===== src/hdl/stx_pkg.sv =====
package stx_pkg;

  // Word widths selectable on both directions
  localparam logic [1:0] STX_W16 = 2'h0;
  localparam logic [1:0] STX_W20 = 2'h1;
  localparam logic [1:0] STX_W32 = 2'h2;
  localparam logic [1:0] STX_W40 = 2'h3;

  // Line encodings
  localparam logic [1:0] STX_ENC_NONE = 2'h0;
  localparam logic [1:0] STX_ENC_8B10B = 2'h1;
  localparam logic [1:0] STX_ENC_64B66B = 2'h2;
  localparam logic [1:0] STX_ENC_64B67B = 2'h3;

  localparam int STX_DATA_W = 40;
  localparam int STX_FIFO_DEPTH = 16;
  localparam logic [4:0] STX_MULT_MAX = 5'h19;
  localparam logic [4:0] STX_MULT_RST = 5'h0A;
  localparam logic [7:0] STX_LOCK_CYCLES = 8'h20;

  // Register byte offsets
  localparam logic [7:0] STX_REG_TX_CTRL = 8'h00;
  localparam logic [7:0] STX_REG_RX_CTRL = 8'h04;
  localparam logic [7:0] STX_REG_STATUS = 8'h08;
  localparam logic [7:0] STX_REG_RX_WORD = 8'h0C;
  localparam logic [7:0] STX_REG_TX_WORD = 8'h10;

  // Control field positions
  localparam int STX_F_EN = 0;
  localparam int STX_F_WID = 1;
  localparam int STX_F_ENC = 3;
  localparam int STX_F_FIFO = 5;
  localparam int STX_F_OOB = 6;
  localparam int STX_F_LOW_EQ = 7;
  localparam int STX_F_MULT = 8;
  localparam logic [31:0] STX_CTRL_RST = 32'h00000A00;

  typedef struct packed {
    logic       enable;
    logic [1:0] width;
    logic [1:0] enc;
    logic       fifo_en;
    logic       oob;
    logic       low_eq;
    logic [4:0] mult;
  } stx_cfg_t;

  typedef enum logic [1:0] {
    STX_ST_RESET = 2'b00,
    STX_ST_LOCKING = 2'b01,
    STX_ST_RUN = 2'b11
  } stx_state_t;

endpackage : stx_pkg


===== src/hdl/stx_datapath.sv =====
`timescale 1ns/10ps

module stx_fifo #(
  parameter int WIDTH = 40,
  parameter int DEPTH = 16
) (
  input  wire logic             aclk,
  input  wire logic             aresetn,
  input  wire logic             ce,
  input  wire logic             in_valid,
  output logic                  in_ready,
  input  wire logic [WIDTH-1:0] in_data,
  output logic                  out_valid,
  input  wire logic             out_ready,
  output logic      [WIDTH-1:0] out_data
);
  localparam int AW = $clog2(DEPTH);
  logic [WIDTH-1:0] mem [DEPTH];
  logic [AW:0]      wr_ptr;
  logic [AW:0]      rd_ptr;
  logic             full;
  logic             empty;

  // Extra pointer bit tells full from empty
  assign full      = (wr_ptr[AW] != rd_ptr[AW]) && (wr_ptr[AW-1:0] == rd_ptr[AW-1:0]);
  assign empty     = (wr_ptr == rd_ptr);
  assign in_ready  = !full;
  assign out_valid = !empty;
  assign out_data  = mem[rd_ptr[AW-1:0]];

  // Storage has no reset, only the pointers need one
  always_ff @(posedge aclk) begin
    if (ce && in_valid && !full) begin
      mem[wr_ptr[AW-1:0]] <= in_data;
    end
  end

  // Pointers
  always_ff @(posedge aclk) begin
    if (!aresetn) begin
      wr_ptr <= '0;
      rd_ptr <= '0;
    end else if (ce) begin
      if (in_valid && !full) begin
        wr_ptr <= wr_ptr + 1'b1;
      end
      if (out_ready && !empty) begin
        rd_ptr <= rd_ptr + 1'b1;
      end
    end
  end
endmodule : stx_fifo

module stx_datapath
  import stx_pkg::*;
(
  input  wire logic                  aclk,
  input  wire logic                  aresetn,
  input  wire logic                  clk_en,
  // AXI4-Lite slave
  input  wire logic [7:0]            s_axi_awaddr,
  input  wire logic                  s_axi_awvalid,
  output logic                       s_axi_awready,
  input  wire logic [31:0]           s_axi_wdata,
  input  wire logic [3:0]            s_axi_wstrb,
  input  wire logic                  s_axi_wvalid,
  output logic                       s_axi_wready,
  output logic [1:0]                 s_axi_bresp,
  output logic                       s_axi_bvalid,
  input  wire logic                  s_axi_bready,
  input  wire logic [7:0]            s_axi_araddr,
  input  wire logic                  s_axi_arvalid,
  output logic                       s_axi_arready,
  output logic [31:0]                s_axi_rdata,
  output logic [1:0]                 s_axi_rresp,
  output logic                       s_axi_rvalid,
  input  wire logic                  s_axi_rready,
  // Transmit parallel side
  input  wire logic [STX_DATA_W-1:0] tx_word,
  input  wire logic                  tx_word_valid,
  output logic                       tx_word_ready,
  output logic                       tx_parallel_clock_out,
  // Serial line, one bit per aclk
  output logic                       tx_serial,
  output logic                       tx_oob_idle,
  input  wire logic                  rx_serial,
  input  wire logic                  rx_oob_in,
  // Receive parallel side
  input  wire logic                  rx_user_word_clock,
  output logic [STX_DATA_W-1:0]      rx_word,
  output logic                       rx_word_valid,
  output logic                       rx_oob_seen,
  output logic                       rx_low_power_equalizer_mode,
  output logic                       tx_locked,
  output logic                       rx_locked
);

  logic [31:0]            tx_ctrl;
  logic [31:0]            rx_ctrl;
  stx_cfg_t               tcfg;
  stx_cfg_t               rcfg;
  stx_state_t             tx_st;
  stx_state_t             rx_st;
  logic [7:0]             tx_lock_cnt;
  logic [7:0]             rx_lock_cnt;
  logic [7:0]             aw_q;
  logic                   aw_have;
  logic [31:0]            w_q;
  logic [3:0]             ws_q;
  logic                   w_have;
  logic [5:0]             tx_bit;
  logic [5:0]             rx_bit;
  logic [5:0]             tx_len;
  logic [5:0]             rx_len;
  logic [STX_DATA_W-1:0]  tx_shift;
  logic [STX_DATA_W-1:0]  rx_shift;
  logic                   f_valid;
  logic                   f_ready;
  logic [STX_DATA_W-1:0]  f_data;
  logic                   src_valid;
  logic [STX_DATA_W-1:0]  src_data;
  logic                   load;
  logic                   disp;
  logic [STX_DATA_W-1:0]  rx_hold;
  logic                   rx_hold_new;
  logic                   user_clk_q;
  logic                   rx_err;
  logic [STX_DATA_W-1:0]  tx_coded;

  // Configuration views of the control words
  assign tcfg = '{tx_ctrl[STX_F_EN], tx_ctrl[STX_F_WID+:2], tx_ctrl[STX_F_ENC+:2],
                  tx_ctrl[STX_F_FIFO], tx_ctrl[STX_F_OOB], 1'b0, tx_ctrl[STX_F_MULT+:5]};
  assign rcfg = '{rx_ctrl[STX_F_EN], rx_ctrl[STX_F_WID+:2], rx_ctrl[STX_F_ENC+:2],
                  1'b0, 1'b0, rx_ctrl[STX_F_LOW_EQ], rx_ctrl[STX_F_MULT+:5]};

  // Bits per word for a width code
  function automatic logic [5:0] stx_len(input logic [1:0] w);
    unique case (w)
      STX_W16: stx_len = 6'h10;
      STX_W20: stx_len = 6'h14;
      STX_W32: stx_len = 6'h20;
      STX_W40: stx_len = 6'h28;
    endcase
  endfunction : stx_len

  assign tx_len = stx_len(tcfg.width);
  assign rx_len = stx_len(rcfg.width);

  // Write channels are taken in either order, response follows both
  // Readys drop while frozen, or a handshake would be lost
  assign s_axi_awready = clk_en && !aw_have && !s_axi_bvalid;
  assign s_axi_wready  = clk_en && !w_have && !s_axi_bvalid;
  assign s_axi_arready = clk_en && !s_axi_rvalid;

  always_ff @(posedge aclk) begin
    if (!aresetn) begin
      aw_have <= 1'b0;
      w_have  <= 1'b0;
      aw_q    <= 8'h00;
      w_q     <= 32'h00000000;
      ws_q    <= 4'h0;
    end else if (clk_en) begin
      if (s_axi_awvalid && s_axi_awready) begin
        aw_q    <= s_axi_awaddr;
        aw_have <= 1'b1;
      end
      if (s_axi_wvalid && s_axi_wready) begin
        w_q    <= s_axi_wdata;
        ws_q   <= s_axi_wstrb;
        w_have <= 1'b1;
      end
      if (aw_have && w_have) begin
        aw_have <= 1'b0;
        w_have  <= 1'b0;
      end
    end
  end

  // Merge one write under byte strobes
  function automatic logic [31:0] stx_merge(input logic [31:0] old, input logic [31:0] nw,
                                            input logic [3:0] st);
    stx_merge = old;
    for (int i = 0; i < 4; i++) begin
      if (st[i]) begin
        stx_merge[i*8+:8] = nw[i*8+:8];
      end
    end
  endfunction : stx_merge

  // Control registers: each direction has its own word, written live or at reset
  always_ff @(posedge aclk) begin
    if (!aresetn) begin
      tx_ctrl      <= STX_CTRL_RST;
      rx_ctrl      <= STX_CTRL_RST;
      s_axi_bvalid <= 1'b0;
      s_axi_bresp  <= 2'h0;
    end else if (clk_en) begin
      if (aw_have && w_have) begin
        s_axi_bvalid <= 1'b1;
        s_axi_bresp  <= 2'h0;
        unique case (aw_q[7:2])
          STX_REG_TX_CTRL[7:2]: tx_ctrl <= stx_merge(tx_ctrl, w_q, ws_q);
          STX_REG_RX_CTRL[7:2]: rx_ctrl <= stx_merge(rx_ctrl, w_q, ws_q);
          default: s_axi_bresp <= 2'h2;
        endcase
      end else if (s_axi_bready) begin
        s_axi_bvalid <= 1'b0;
      end
    end
  end

  // Read channel; unmapped addresses answer SLVERR
  always_ff @(posedge aclk) begin
    if (!aresetn) begin
      s_axi_rvalid <= 1'b0;
      s_axi_rdata  <= 32'h00000000;
      s_axi_rresp  <= 2'h0;
    end else if (clk_en) begin
      if (s_axi_arvalid && s_axi_arready) begin
        s_axi_rvalid <= 1'b1;
        s_axi_rresp  <= 2'h0;
        unique case (s_axi_araddr[7:2])
          STX_REG_TX_CTRL[7:2]: s_axi_rdata <= tx_ctrl;
          STX_REG_RX_CTRL[7:2]: s_axi_rdata <= rx_ctrl;
          STX_REG_STATUS[7:2]:  s_axi_rdata <= {27'h0, rx_err, rx_oob_seen, !f_ready,
                                                rx_locked, tx_locked};
          STX_REG_RX_WORD[7:2]: s_axi_rdata <= rx_hold[31:0];
          default: begin
            s_axi_rdata <= 32'h00000000;
            s_axi_rresp <= 2'h2;
          end
        endcase
      end else if (s_axi_rready) begin
        s_axi_rvalid <= 1'b0;
      end
    end
  end

  // Lock sequencers; settling takes STX_LOCK_CYCLES whatever the factor; a factor outside 1 to 25 never locks
  always_ff @(posedge aclk) begin
    if (!aresetn) begin
      tx_st       <= STX_ST_RESET;
      tx_lock_cnt <= 8'h00;
    end else if (clk_en) begin
      unique case (tx_st)
        STX_ST_RESET: if (tcfg.enable && tcfg.mult != 5'h0 && tcfg.mult <= STX_MULT_MAX) begin
          tx_st       <= STX_ST_LOCKING;
          tx_lock_cnt <= STX_LOCK_CYCLES;
        end
        STX_ST_LOCKING: begin
          if (tx_lock_cnt == 8'h00) begin
            tx_st <= STX_ST_RUN;
          end else begin
            tx_lock_cnt <= tx_lock_cnt - 8'h01;
          end
        end
        STX_ST_RUN: if (!tcfg.enable) begin
          tx_st <= STX_ST_RESET;
        end
        default: tx_st <= STX_ST_RESET;
      endcase
    end
  end

  always_ff @(posedge aclk) begin
    if (!aresetn) begin
      rx_st       <= STX_ST_RESET;
      rx_lock_cnt <= 8'h00;
    end else if (clk_en) begin
      unique case (rx_st)
        STX_ST_RESET: if (rcfg.enable && rcfg.mult != 5'h0 && rcfg.mult <= STX_MULT_MAX) begin
          rx_st       <= STX_ST_LOCKING;
          rx_lock_cnt <= STX_LOCK_CYCLES;
        end
        STX_ST_LOCKING: begin
          if (rx_lock_cnt == 8'h00) begin
            rx_st <= STX_ST_RUN;
          end else begin
            rx_lock_cnt <= rx_lock_cnt - 8'h01;
          end
        end
        STX_ST_RUN: if (!rcfg.enable) begin
          rx_st <= STX_ST_RESET;
        end
        default: rx_st <= STX_ST_RESET;
      endcase
    end
  end

  assign tx_locked = (tx_st == STX_ST_RUN);
  assign rx_locked = (rx_st == STX_ST_RUN);

  stx_fifo #(
    .WIDTH (STX_DATA_W),
    .DEPTH (STX_FIFO_DEPTH)
  ) u_fifo (
    .aclk      (aclk),
    .aresetn   (aresetn),
    .ce        (clk_en),
    .in_valid  (tx_word_valid && tcfg.fifo_en && tx_locked),
    .in_ready  (f_ready),
    .in_data   (tx_word),
    .out_valid (f_valid),
    .out_ready (load && tcfg.fifo_en),
    .out_data  (f_data)
  );

  // FIFO or direct path into the shifter
  assign src_valid     = tcfg.fifo_en ? f_valid : tx_word_valid;
  assign src_data      = tcfg.fifo_en ? f_data : tx_word;
  assign load          = tx_locked && (tx_bit == 6'h0) && !tcfg.oob;
  assign tx_word_ready = clk_en && tx_locked && (tcfg.fifo_en ? f_ready : load);

  // Coding: the 8B/10B stand-in inverts by running disparity, the block codes overwrite the lowest bits with a sync
  // header; the data lanes carry the already-framed symbol bits the user supplies.
  function automatic logic [STX_DATA_W-1:0] stx_encode(input logic [STX_DATA_W-1:0] d,
                                                       input logic [1:0] e, input logic rd);
    unique case (e)
      STX_ENC_NONE:   stx_encode = d;
      STX_ENC_8B10B:  stx_encode = rd ? ~d : d;
      STX_ENC_64B66B: stx_encode = {d[STX_DATA_W-1:2], 2'b01};
      STX_ENC_64B67B: stx_encode = {d[STX_DATA_W-1:3], 3'b101};
    endcase
  endfunction : stx_encode

  assign tx_coded = stx_encode(src_data, tcfg.enc, disp);

  // Serializer: one NRZ bit per cycle, LSB first
  always_ff @(posedge aclk) begin
    if (!aresetn) begin
      tx_bit                <= 6'h0;
      tx_shift              <= '0;
      tx_serial             <= 1'b0;
      tx_parallel_clock_out <= 1'b0;
      disp                  <= 1'b0;
    end else if (clk_en) begin
      if (!tx_locked) begin
        tx_bit    <= 6'h0;
        tx_serial <= 1'b0;
      end else begin
        if (tx_bit == 6'h0) begin
          tx_shift  <= src_valid ? tx_coded >> 1 : '0;
          tx_serial <= src_valid ? tx_coded[0] : disp;
          if (src_valid && tcfg.enc == STX_ENC_8B10B) begin
            disp <= ~disp;
          end
        end else begin
          tx_serial <= tx_shift[0];
          tx_shift  <= tx_shift >> 1;
        end
        tx_bit <= (tx_bit == tx_len - 6'h1) ? 6'h0 : tx_bit + 6'h1;
      end
      // Word clock high for the first half of each word, so it divides by the width
      tx_parallel_clock_out <= tx_locked && (tx_bit < (tx_len >> 1));
    end
  end

  // Out-of-band: line held idle while high speed is off
  assign tx_oob_idle = tcfg.oob || !tx_locked;

  // Deserializer, bit timing taken from aclk, one sampled bit per cycle
  always_ff @(posedge aclk) begin
    if (!aresetn) begin
      rx_bit      <= 6'h0;
      rx_shift    <= '0;
      rx_hold     <= '0;
      rx_hold_new <= 1'b0;
      rx_err      <= 1'b0;
    end else if (clk_en) begin
      if (!rx_locked) begin
        rx_bit      <= 6'h0;
        rx_hold_new <= 1'b0;
      end else begin
        rx_shift <= {rx_serial, rx_shift[STX_DATA_W-1:1]};
        if (rx_bit == rx_len - 6'h1) begin
          rx_bit      <= 6'h0;
          rx_hold     <= {rx_serial, rx_shift[STX_DATA_W-1:1]} >> (STX_DATA_W - rx_len);
          rx_hold_new <= 1'b1;
          rx_err      <= rx_err || rx_hold_new; // Overrun if last word never handed over
        end else begin
          rx_bit <= rx_bit + 6'h1;
          if (rx_hold_new && rx_user_word_clock && !user_clk_q) begin
            rx_hold_new <= 1'b0;
          end
        end
      end
    end
  end

  // Hand-over on rising edge of the user word clock strobe, sampled in aclk
  always_ff @(posedge aclk) begin
    if (!aresetn) begin
      user_clk_q    <= 1'b0;
      rx_word       <= '0;
      rx_word_valid <= 1'b0;
      rx_oob_seen   <= 1'b0;
    end else if (clk_en) begin
      user_clk_q    <= rx_user_word_clock;
      rx_word_valid <= 1'b0;
      if (rx_locked && rx_hold_new && rx_user_word_clock && !user_clk_q) begin
        rx_word       <= rx_hold;
        rx_word_valid <= 1'b1;
      end
      rx_oob_seen <= !rx_locked && rx_oob_in;
    end
  end

  // Only the mode select exists here; the analog paths are outside this block
  assign rx_low_power_equalizer_mode = rcfg.low_eq;

  // one serial bit per aclk; real line rate is set by the analog clocking
  // and sub-native rates are expected from fabric oversampling upstream.

endmodule : stx_datapath


===== config.mk =====
export PLATFORM = sky130hd
export DESIGN_NAME = stx_datapath
export DESIGN_NICKNAME = d
export VERILOG_FILES = /design/src/hdl/stx_pkg.sv /design/src/hdl/stx_datapath.sv
export SDC_FILE = /design/constraint.sdc
export NUM_CORES = 1
export LEC_CHECK = 0
export ABC_CLOCK_PERIOD_IN_PS = 6070
export BUFFER_PORTS_ARGS = -buffer_cell sky130_fd_sc_hd__buf_4
export CAP_MARGIN = 20
export CORE_MARGIN = 2
export CORE_UTILIZATION = 32
export CTS_BUF_LIST = sky130_fd_sc_hd__clkbuf_2 sky130_fd_sc_hd__clkbuf_4 sky130_fd_sc_hd__clkbuf_8
export DETAILED_ROUTE_END_ITERATION = 16
export PLACE_DENSITY_LB_ADDON = 0.3
export SLEW_MARGIN = 25
export SYNTH_ARGS = -nofsm -noshare
export SYNTH_HDL_FRONTEND = slang
export SYNTH_SLANG_ARGS = --single-unit

===== constraint.sdc =====
create_clock -name aclk -period 6.07 [get_ports aclk]
set_clock_uncertainty 0.15 [all_clocks]
set_input_delay 0.3035 -clock aclk [delete_from_list [all_inputs] [get_ports aclk]]
set_output_delay 0.3035 -clock aclk [all_outputs]
set_load 0.01 [all_outputs]

**After elaboration in Yosys (flattened, before gate mapping)**

Memories as Yosys holds them, arrays and structs flattened. A register that Yosys moved wholly into a read port is not among the register bits.
Cells that the tools add are included.

- RAM bits: 640
- Word-level logic and storage cells: 227
- Memories kept: 1
- Input port bits: 104
- Bits in registers: 358
- Output and inout port bits: 90

- Add/sub/neg operators: 9
- Multiplexer cells: 49
- Magnitude comparators: 3
- Bitwise operators: 2
- Shifts and indexed selects: 1
- Equal/unequal tests: 31
- Reductions and logical operators: 93

Memory list:

| name | depth | bits a word | read ports | clocked after Yosys merged registers in | write ports | RTL line | source |
|---|---|---|---|---|---|---|---|
| u_fifo.mem | 16 | 40 | 1 | 1 | 1 | stx_datapath.sv:18 | `logic [WIDTH-1:0] mem [DEPTH];` |

Operators with widths:

| operator | count |
|---|---|
| $pmux 40 s4 | 1 |
| $pmux 32 s4 | 1 |
| $mux 40 | 2 |
| $mux 39 | 2 |
| $reduce_and 4->1 | 13 |
| $pmux 6 s4 | 2 |
| $not 40->40 | 1 |
| $shr 40x32->40 | 1 |
| $logic_and 1x1->1 | 33 |
| $mux 8 | 4 |
| $pmux 8 s2 | 2 |
| $reduce_and 2->1 | 14 |
| $mux 6 | 4 |
| $mux 1 | 19 |
| $logic_not 6->1 | 3 |
| $eq 2x2->1 const B | 8 |
| $logic_not 8->1 | 2 |
| $mux 2 | 8 |
| $ne 2x2->1 const B | 8 |
| $sub 8x1->8 const B | 2 |
| $add 6x1->6 const B | 2 |
| $eq 6x1->1 const B | 2 |
| $eq 6x2->1 const B | 2 |
| $eq 6x6->1 | 2 |
| 21 further kinds | 50 |

**Depth between registers and ports, before layout**

Gate-level depths: netlist of the first run.

- Depth in word-level cells: 8
- Gate-level depth with buffers: 9
- Mapped depth without buffers: 8

**Cells and area by module**

From an unflattened synthesis of the first run, not the netlist that was laid out.

- Cells, all modules: 2980
- Area total of the unflattened synthesis: 41035.6 um^2

Modules (own cells, without submodules):

| module | times used | sequential area each (um^2) | area an instance (um^2) | cells each |
|---|---|---|---|---|
| stx_fifo | 1 | 19498.7 | 24925.2 | 1112 |
| stx_datapath | 1 | 6846.6 | 16110.5 | 1868 |

**Worst setup path before layout of the first run**

No wires, ideal clock.

- Path kind: input-to-reg
- From: input port clk_en
- To: memory u_fifo.mem[3][0] (enable)
- Library setup time: 0.487 ns
- Stages: 7
- Data arrival time: 4.085 ns
- Slack: 1.348 ns
- Required time: 5.433 ns
- Buffers on the path: 2
- Path through: buf_2 -> and3_1 -> buf_2 -> nand3_1 -> a21oi_2 -> nand2_1 -> nor3_1

- Cells in the longest elaborated chain, start to end: 4

Ends and longest elaborated chain:

| what | RTL line | source |
|---|---|---|
| from (decl) | stx_datapath.sv:59 | `input wire logic clk_en,` |
| $logic_and 1x1->1 (2 in series) | stx_datapath.sv:33 | `if (ce && in_valid && !full) begin` |
| $mux 1 | stx_datapath.sv:33 |  |
| $mux 1 (not written as such) | stx_datapath.sv:34 | `mem[wr_ptr[AW-1:0]] <= in_data;` |
| to (decl) | stx_datapath.sv:18 |  |

No other way between the ends.

**Worst setup path in the final report of the first run**

- From: register tx_st[0]
- To: memory u_fifo.mem[7][32] (enable)

- Cells in the longest elaborated chain, start to end: 6

Ends and longest elaborated chain:

| what | RTL line | source |
|---|---|---|
| from (decl) | stx_datapath.sv:102 | `stx_state_t tx_st;` |
| from (signal assigned) | stx_datapath.sv:242 | `tx_st <= STX_ST_RESET;` |
| from (signal assigned) | stx_datapath.sv:247 | `tx_st <= STX_ST_LOCKING;` |
| from (signal assigned) | stx_datapath.sv:252 | `tx_st <= STX_ST_RUN;` |
| $eq 2x2->1 | stx_datapath.sv:290 | `assign tx_locked = (tx_st == STX_ST_RUN);` |
| $logic_and 1x1->1 | stx_datapath.sv:300 | `.in_valid (tx_word_valid && tcfg.fifo_en && tx_locked),` |
| $logic_and 1x1->1 (2 in series) | stx_datapath.sv:33 |  |
| $mux 1 | stx_datapath.sv:33 |  |
| $mux 1 (not written as such) | stx_datapath.sv:34 |  |

No other way between the ends.

==> results of run 1 <==
[worst reg2reg max path, stage by stage (launching register included)]
cell and delay, ps:
dfxtp_1 530, and3_1 210, buf_4 440, nand3_1 180, a21oi_2 340, nand2_1 370, nor2_4 800, buf_4 520
[flip-flops by register name, summed over array words and instances, names as in the netlist, 2 cells and up, named ones only]
register / cells
rx_word: 40
s_axi_rdata: 32
u_fifo.rd_ptr: 5
ws_q: 4
aw_q: 6
w_q: 32
u_fifo.wr_ptr: 5
rx_shift: 39
rx_ctrl: 32
tx_bit: 6
u_fifo.mem: 640
rx_lock_cnt: 8
rx_bit: 6
tx_st: 2
tx_shift: 39
tx_lock_cnt: 8
rx_st: 2
tx_ctrl: 32
rx_hold: 40
[per-layer routing]
metal,GRT usage (%),vias up
met2,25.99,677
met1,21.06,13020
li1,-,12410
met4,5.703,12
met5,0,-
met3,3.380,176
[power groups by stage]
stage | Combinational (mW) | Clock [mW] | Sequential, mW
after floorplan | 0.144 | 0 | 7.37
after global placement | 0.298 | 0 | 7.37
after detailed placement | 0.301 | 0 | 7.37
after CTS | 0.399 | 6.43 | 7.23
after global routing | 0.432 | 6.74 | 7.23
final | 0.398 | 6.24 | 7.23
[worst paths after layout]
| check | startpoint | end | slack, ps |
|---|---|---|---|
| setup / recovery | tx_st[0]$_SDFFE_PN0P_ | u_fifo.mem[7][32]$_DFFE_PP_ | 2180 |
| hold / removal | tx_word[19] | u_fifo.mem[11][19]$_DFFE_PP_ | 120 |
| setup reg to reg | tx_st[0]$_SDFFE_PN0P_ | u_fifo.mem[7][32]$_DFFE_PP_ | 2180 |
| hold reg to reg | tx_ctrl[24]$_SDFFE_PN0P_ | tx_ctrl[24]$_SDFFE_PN0P_ | 300 |
[logic make-up after synthesis]
kind of cell / after synthesis / share of synthesized area (%)
flip-flops: 996 / 64.36
buffers and inverters: 236 / 2.800
AND/OR/NAND/NOR: 825 / 9.536
multiplexers: 311 / 10.47
other: 1 / 0.009161
XOR/XNOR: 39 / 0.8344
AO/OA/AOI/OAI: 667 / 11.32
adder cells (fa/ha/maj): 22 / 0.6724
[synthesized netlist by cell type (all sizes together), types with 64 or more instances]
cell type  number  area, um2
a21boi        193       1449
mux4           89       2004
buf           107      658.1
clkbuf        106      401.6
a21oi         128      644.4
mux2i         176       1762
nor2b          88      550.5
nor2           64      259.0
edfxtp        640      19220
nand2         466       1752
dfxtp         356       7127
o21ai          88      440.4
[what timing repair did]
item / in CTS / in global routing
setup buffers: 0 / 0
hold buffers: 197 / 0
hold endpoints to repair: 847 / 0
[metrics by stage]
stage	worst slack (ps)	util, %
detailed placement	1973	34.68
floorplan	1348	-
finish	2183	39.00
global route	1986	39.00
global placement	2024	34.64
CTS	2144	38.99
[final cells by class]
type                       count  area share [%]
clock buffer                 246           6.107
inverter                      23          0.1741
clock inverter                51          0.9787
multi-input combinational   1866           27.42
tap                         1662           4.192
antenna                        3         0.01514
sequential                   996           53.13
timing repair buffer         448           7.979
==> results.json, run 1 <==
{
  "status": "completed",
  "crit_path_end_kind": "register",
  "final_cell_mix": "640 x edfxtp_1, 465 x nand2_1, 353 x dfxtp_1",
  "multiInputGateArea_um2": 13600,
  "yosysUniqueCellTypes": 78,
  "grt_antenna_before_repair": 10,
  "post_cts_resized": 0,
  "hold_path.class": "input port to register",
  "clk_pin_slew_worst_paths_ps": 60,
  "internal_power_mw": 10.85,
  "power_density_nw_per_um2": 279.7,
  "cts_buffer_depth": 3,
  "syn_area_per_cell_um2": 13.22,
  "crit_type": "register to register",
  "cp.arrival_ps": 4250,
  "critPathSlowestCell": "nor2_4",
  "finalNetCount": 3628,
  "cts.htree.levels": 4,
  "period_needed_ps": 3887,
  "grt-ovfl-total": 0,
  "reg2reg_depth": 7,
  "dieWidth_um": 361.7,
  "first_iter_violations": 1859,
  "drtAntennaViolNets": 0,
  "final_area_um2": 49600,
  "hpwlAfterDp_mm": 62.10,
  "seq_power_share_pct": 52.1,
  "drv_slew": 0,
  "drc_errors": 0,
  "grt_max_degree": 156,
  "p_sw_mw": 3.023,
  "comb_power_share_pct": 2.9,
  "synth.ff_latch_count": 996,
  "clock_latency_ps": 900,
  "drive_gt1_share_pct": 19.94,
  "finalHoldViolCount": 0,
  "die-area_um2": 130800,
  "wire_per_inst_um": 20.09,
  "synthArstFlopShare_pct": 0,
  "fillers": 12040,
  "io_buffers": 187,
  "cts_buffers": 167,
  "dr_wl_met2_mm": 50.33,
  "hold_path_depth": 2,
  "place_area_um2": 44110,
  "critPathRequiredTime_ps": 6440,
  "setup_tns_ps": 0,
  "post_synth_instance_area_um2": 40940,
  "synth_top_flop_cell": "edfxtp_1",
  "yosysWarnings": 0,
  "dp_cells": 4798,
  "instances_no_fill": 5295,
  "wl_met3_mm": 5.608,
  "startpoint_type": "register",
  "synth-edff-count": 640,
  "cp_cell_sequence": "and3_1, buf_4, nand3_1, a21oi_2, nand2_1, nor2_4, buf_4",
  "drt-met1-wl_mm": 47.55,
  "power_mw": 13.87,
  "vias": 26300,
  "seq_area_frac_synth_pct": 64.36,
  "clock-root-buffer": "clkbuf_8",
  "cpPeakStageDelay_ps": 800,
  "drt_wl_total_mm": 106.4,
  "gp_congestion": 0.7829,
  "cpMostUsedCell": "buf_4",
  "cp.buffers_inverters": 2,
  "syn_inst": 3097,
  "setup-violations-final": 0,
  "whs_ps": 125.0,
  "highest_layer": "met5",
  "max_cap_violations": 0,
  "grt_pass1_wl_mm": 161.2,
  "cp_num_cells": 7,
  "initial_core_util_pct": 32.18,
  "final_common_cell": "edfxtp_1",
  "timing.slew.headroom_pct": 30.51,
  "worst_pin_slew_ps": 1040,
  "gr-usage-all-layers_pct": 15.99,
  "crit_fanout": 45,
  "finalCritPeriodShare_pct": 64.03,
  "coreArea_um2": 127200,
  "peakVddDrop_uv": 248.4,
  "grt_pass1_vias": 26390,
  "viasPerCell": 4.966,
  "firstDrtPassIters": 5,
  "rows": 131,
  "clock_sinks": 996,
  "fmax_ghz": 0.2573,
  "switching_share_pct": 21.79,
  "regArea_um2": 26350,
  "ioPinCount": 194,
  "syn2layout_area_growth_pct": 21.17,
  "critPathTopFamily": "simple AND/OR/NAND/NOR gates",
  "cts_tree": "yes",
  "die_h_um": 361.7,
  "cellLeakagePower_nw": 16.37,
  "rsz0062_at_grt": "false",
  "clockPowerShare_pct": 45.0
}
Note: power is estimated with default switching activity, not from simulation.
==> run 2: changes to the inputs <==
ABC_CLOCK_PERIOD_IN_PS = 3850   (was 6070)
clock period = 3.85 ns   (was 6.07 ns; I/O delays follow)
==> run 2 against run 1 <==
  * Global-route usage is 0.57 points higher
  * Sequential share of layout area down 1.1 points
  * Total power grew 57%
  * Utilization up 0.86 points
  * Final area is 2.2% higher
  * Routed wire length rose by 3.1%
  * Critical path depth unchanged
  * Combinational power grew 80%
  * Non-clock buffer count grew 104
  * Via count up 2.1%
  * Maximum frequency up 12%
  * Clock-buffer cell count shrank 3
  * Critical path type unchanged
  * Largest cell class unchanged
  * Highest routed layer unchanged
==> results.json, run 2 (same netlist as run 1, synthesis figures left out) <==
{
  "io_buffers": 187,
  "grt_pass1_wl_mm": 166.3,
  "critPathRequiredTime_ps": 4260,
  "viasPerCell": 4.963,
  "drv_slew": 0,
  "multiInputGateArea_um2": 13620,
  "timing.slew.headroom_pct": 31.07,
  "initial_core_util_pct": 32.18,
  "period_needed_ps": 3484,
  "finalCritPeriodShare_pct": 90.51,
  "dieWidth_um": 361.7,
  "grt_max_degree": 133,
  "clock-root-buffer": "clkbuf_8",
  "first_iter_violations": 1938,
  "cts_buffers": 171,
  "grt_antenna_before_repair": 8,
  "peakVddDrop_uv": 325.0,
  "largest_register_ffs": 640,
  "vias": 26860,
  "cellLeakagePower_nw": 16.84,
  "clk_pin_slew_worst_paths_ps": 60,
  "coreArea_um2": 127200,
  "reg2reg_depth": 7,
  "worst_pin_slew_ps": 1034,
  "wire_per_inst_um": 20.27,
  "final_common_cell": "edfxtp_1",
  "final_cell_mix": "640 x edfxtp_1, 465 x nand2_1, 353 x dfxtp_1",
  "crit_fanout": 29,
  "clock_sinks": 996,
  "max_cap_violations": 0,
  "rows": 131,
  "die_h_um": 361.7,
  "drive_gt1_share_pct": 19.90,
  "min_from": "tx_word[21]",
  "regArea_um2": 26350,
  "power_density_nw_per_um2": 430.4,
  "rsz0062_at_grt": "false",
  "finalNetCount": 3736,
  "postCtsSetupRepairBufs": 0,
  "hold_path_depth": 2,
  "drtAntennaViolNets": 0,
  "grt-ovfl-total": 0,
  "cp.arrival_ps": 3900,
  "gp_congestion": 0.7997,
  "firstDrtPassIters": 6,
  "gr-usage-all-layers_pct": 16.56,
  "min_to": "u_fifo.mem[1][21]$_DFFE_PP_",
  "drt_wl_total_mm": 109.7,
  "fmax_ghz": 0.2870,
  "hpwlAfterDp_mm": 63.50,
  "ioPinCount": 194,
  "fillers": 11990,
  "crit_path_end_kind": "register",
  "setup_tns_ps": 0,
  "cts_tree": "yes",
  "whs_ps": 98.14,
  "cts.htree.levels": 4,
  "hold_path.class": "input port to register",
  "cts_buffer_depth": 3,
  "syn2layout_area_growth_pct": 23.85,
  "status": "completed",
  "clock_latency_ps": 910,
  "startpoint_type": "register",
  "finalHoldViolCount": 0,
  "r2r-end": "u_fifo.mem[11][12]$_DFFE_PP_",
  "crit_type": "register to register",
  "r2r-start": "tx_st[0]$_SDFFE_PN0P_",
  "postLayoutCoreUtil_pct": 39.86,
  "die-area_um2": 130800,
  "setup-violations-final": 0,
  "grt_pass1_vias": 26980,
  "drc_errors": 0,
  "r2r_slack_ps": 370
}
-- run 2: changes by cell type in the layout (fill, tap and decap cells not counted), sizes merged --
| cell | delta |
|---|---|
| diode | +2 |
| clkinv | +17 |
| buf | +21 |
| bufinv | -4 |
| dlygate4sd3 | +83 |
| clkinvlp | +1 |
| clkbuf | -3 |
| inv | -1 |
-- run 2: how the worst max path moves through the flow --
stage,startpoint,end,depth (start not counted)
floorplan,u_fifo.wr_ptr[2]$_SDFFE_PN0P_,u_fifo.mem[1][0]$_DFFE_PP_,6
CTS,tx_st[0]$_SDFFE_PN0P_,u_fifo.mem[11][12]$_DFFE_PP_,7
global placement,u_fifo.wr_ptr[2]$_SDFFE_PN0P_,u_fifo.mem[11][9]$_DFFE_PP_,6
global route,tx_st[0]$_SDFFE_PN0P_,u_fifo.mem[11][12]$_DFFE_PP_,7
detailed placement,u_fifo.wr_ptr[2]$_SDFFE_PN0P_,u_fifo.mem[11][8]$_DFFE_PP_,6
finish,tx_st[0]$_SDFFE_PN0P_,u_fifo.mem[11][12]$_DFFE_PP_,7
-- run 2: stage by stage --
step	power, mW	instance area [um2]	setup slack (ps)	std cells
after floorplan	11.85	40950	-739.4	3098
after global placement	12.10	44390	726.6	4819
after detailed placement	12.10	44400	712.2	4819
after CTS	22.08	50680	322.9	5406
after global routing	22.57	50690	118.4	5409
final	21.82	50700	365.5	5411
-- run 2: layer usage --
metal  part of all wire (%)  vias up  global-route usage, %
met2                     49      700                  27.79
met1                     44    13300                  21.31
li1                       -    12660                      -
met3                    4.8      195                  3.001
met5                  0.030        -                      0
met4                    2.6        4                  6.168
-- run 2: timing repair --
item                                   CTS  global route
endpoints found under the hold margin  856             0
hold buffers                           280             0
resized for setup                        0             0
-- run 2: where the power goes --
group	switching, mW	internal, mW
Combinational	0.361	0.357
Clock	4.49	5.21
Sequential	0.0247	11.4
-- run 2: cell type report --
class	instances	area share, %
inverter	23	0.1703
antenna	5	0.02468
clock inverter	64	0.8589
timing repair buffer	552	9.988
sequential	996	51.98
clock buffer	243	6.005
tap	1662	4.102
multi-input combinational	1866	26.87
-- run 2: worst max-delay path, cell delays in order, from the launching register on --
cell and delay, ps:
dfxtp_1 520, and3_1 250, nand3_1 80, dlygate4sd3_1 570, a21oi_2 320, nand2_1 390, nor2_4 540, buf_12 320
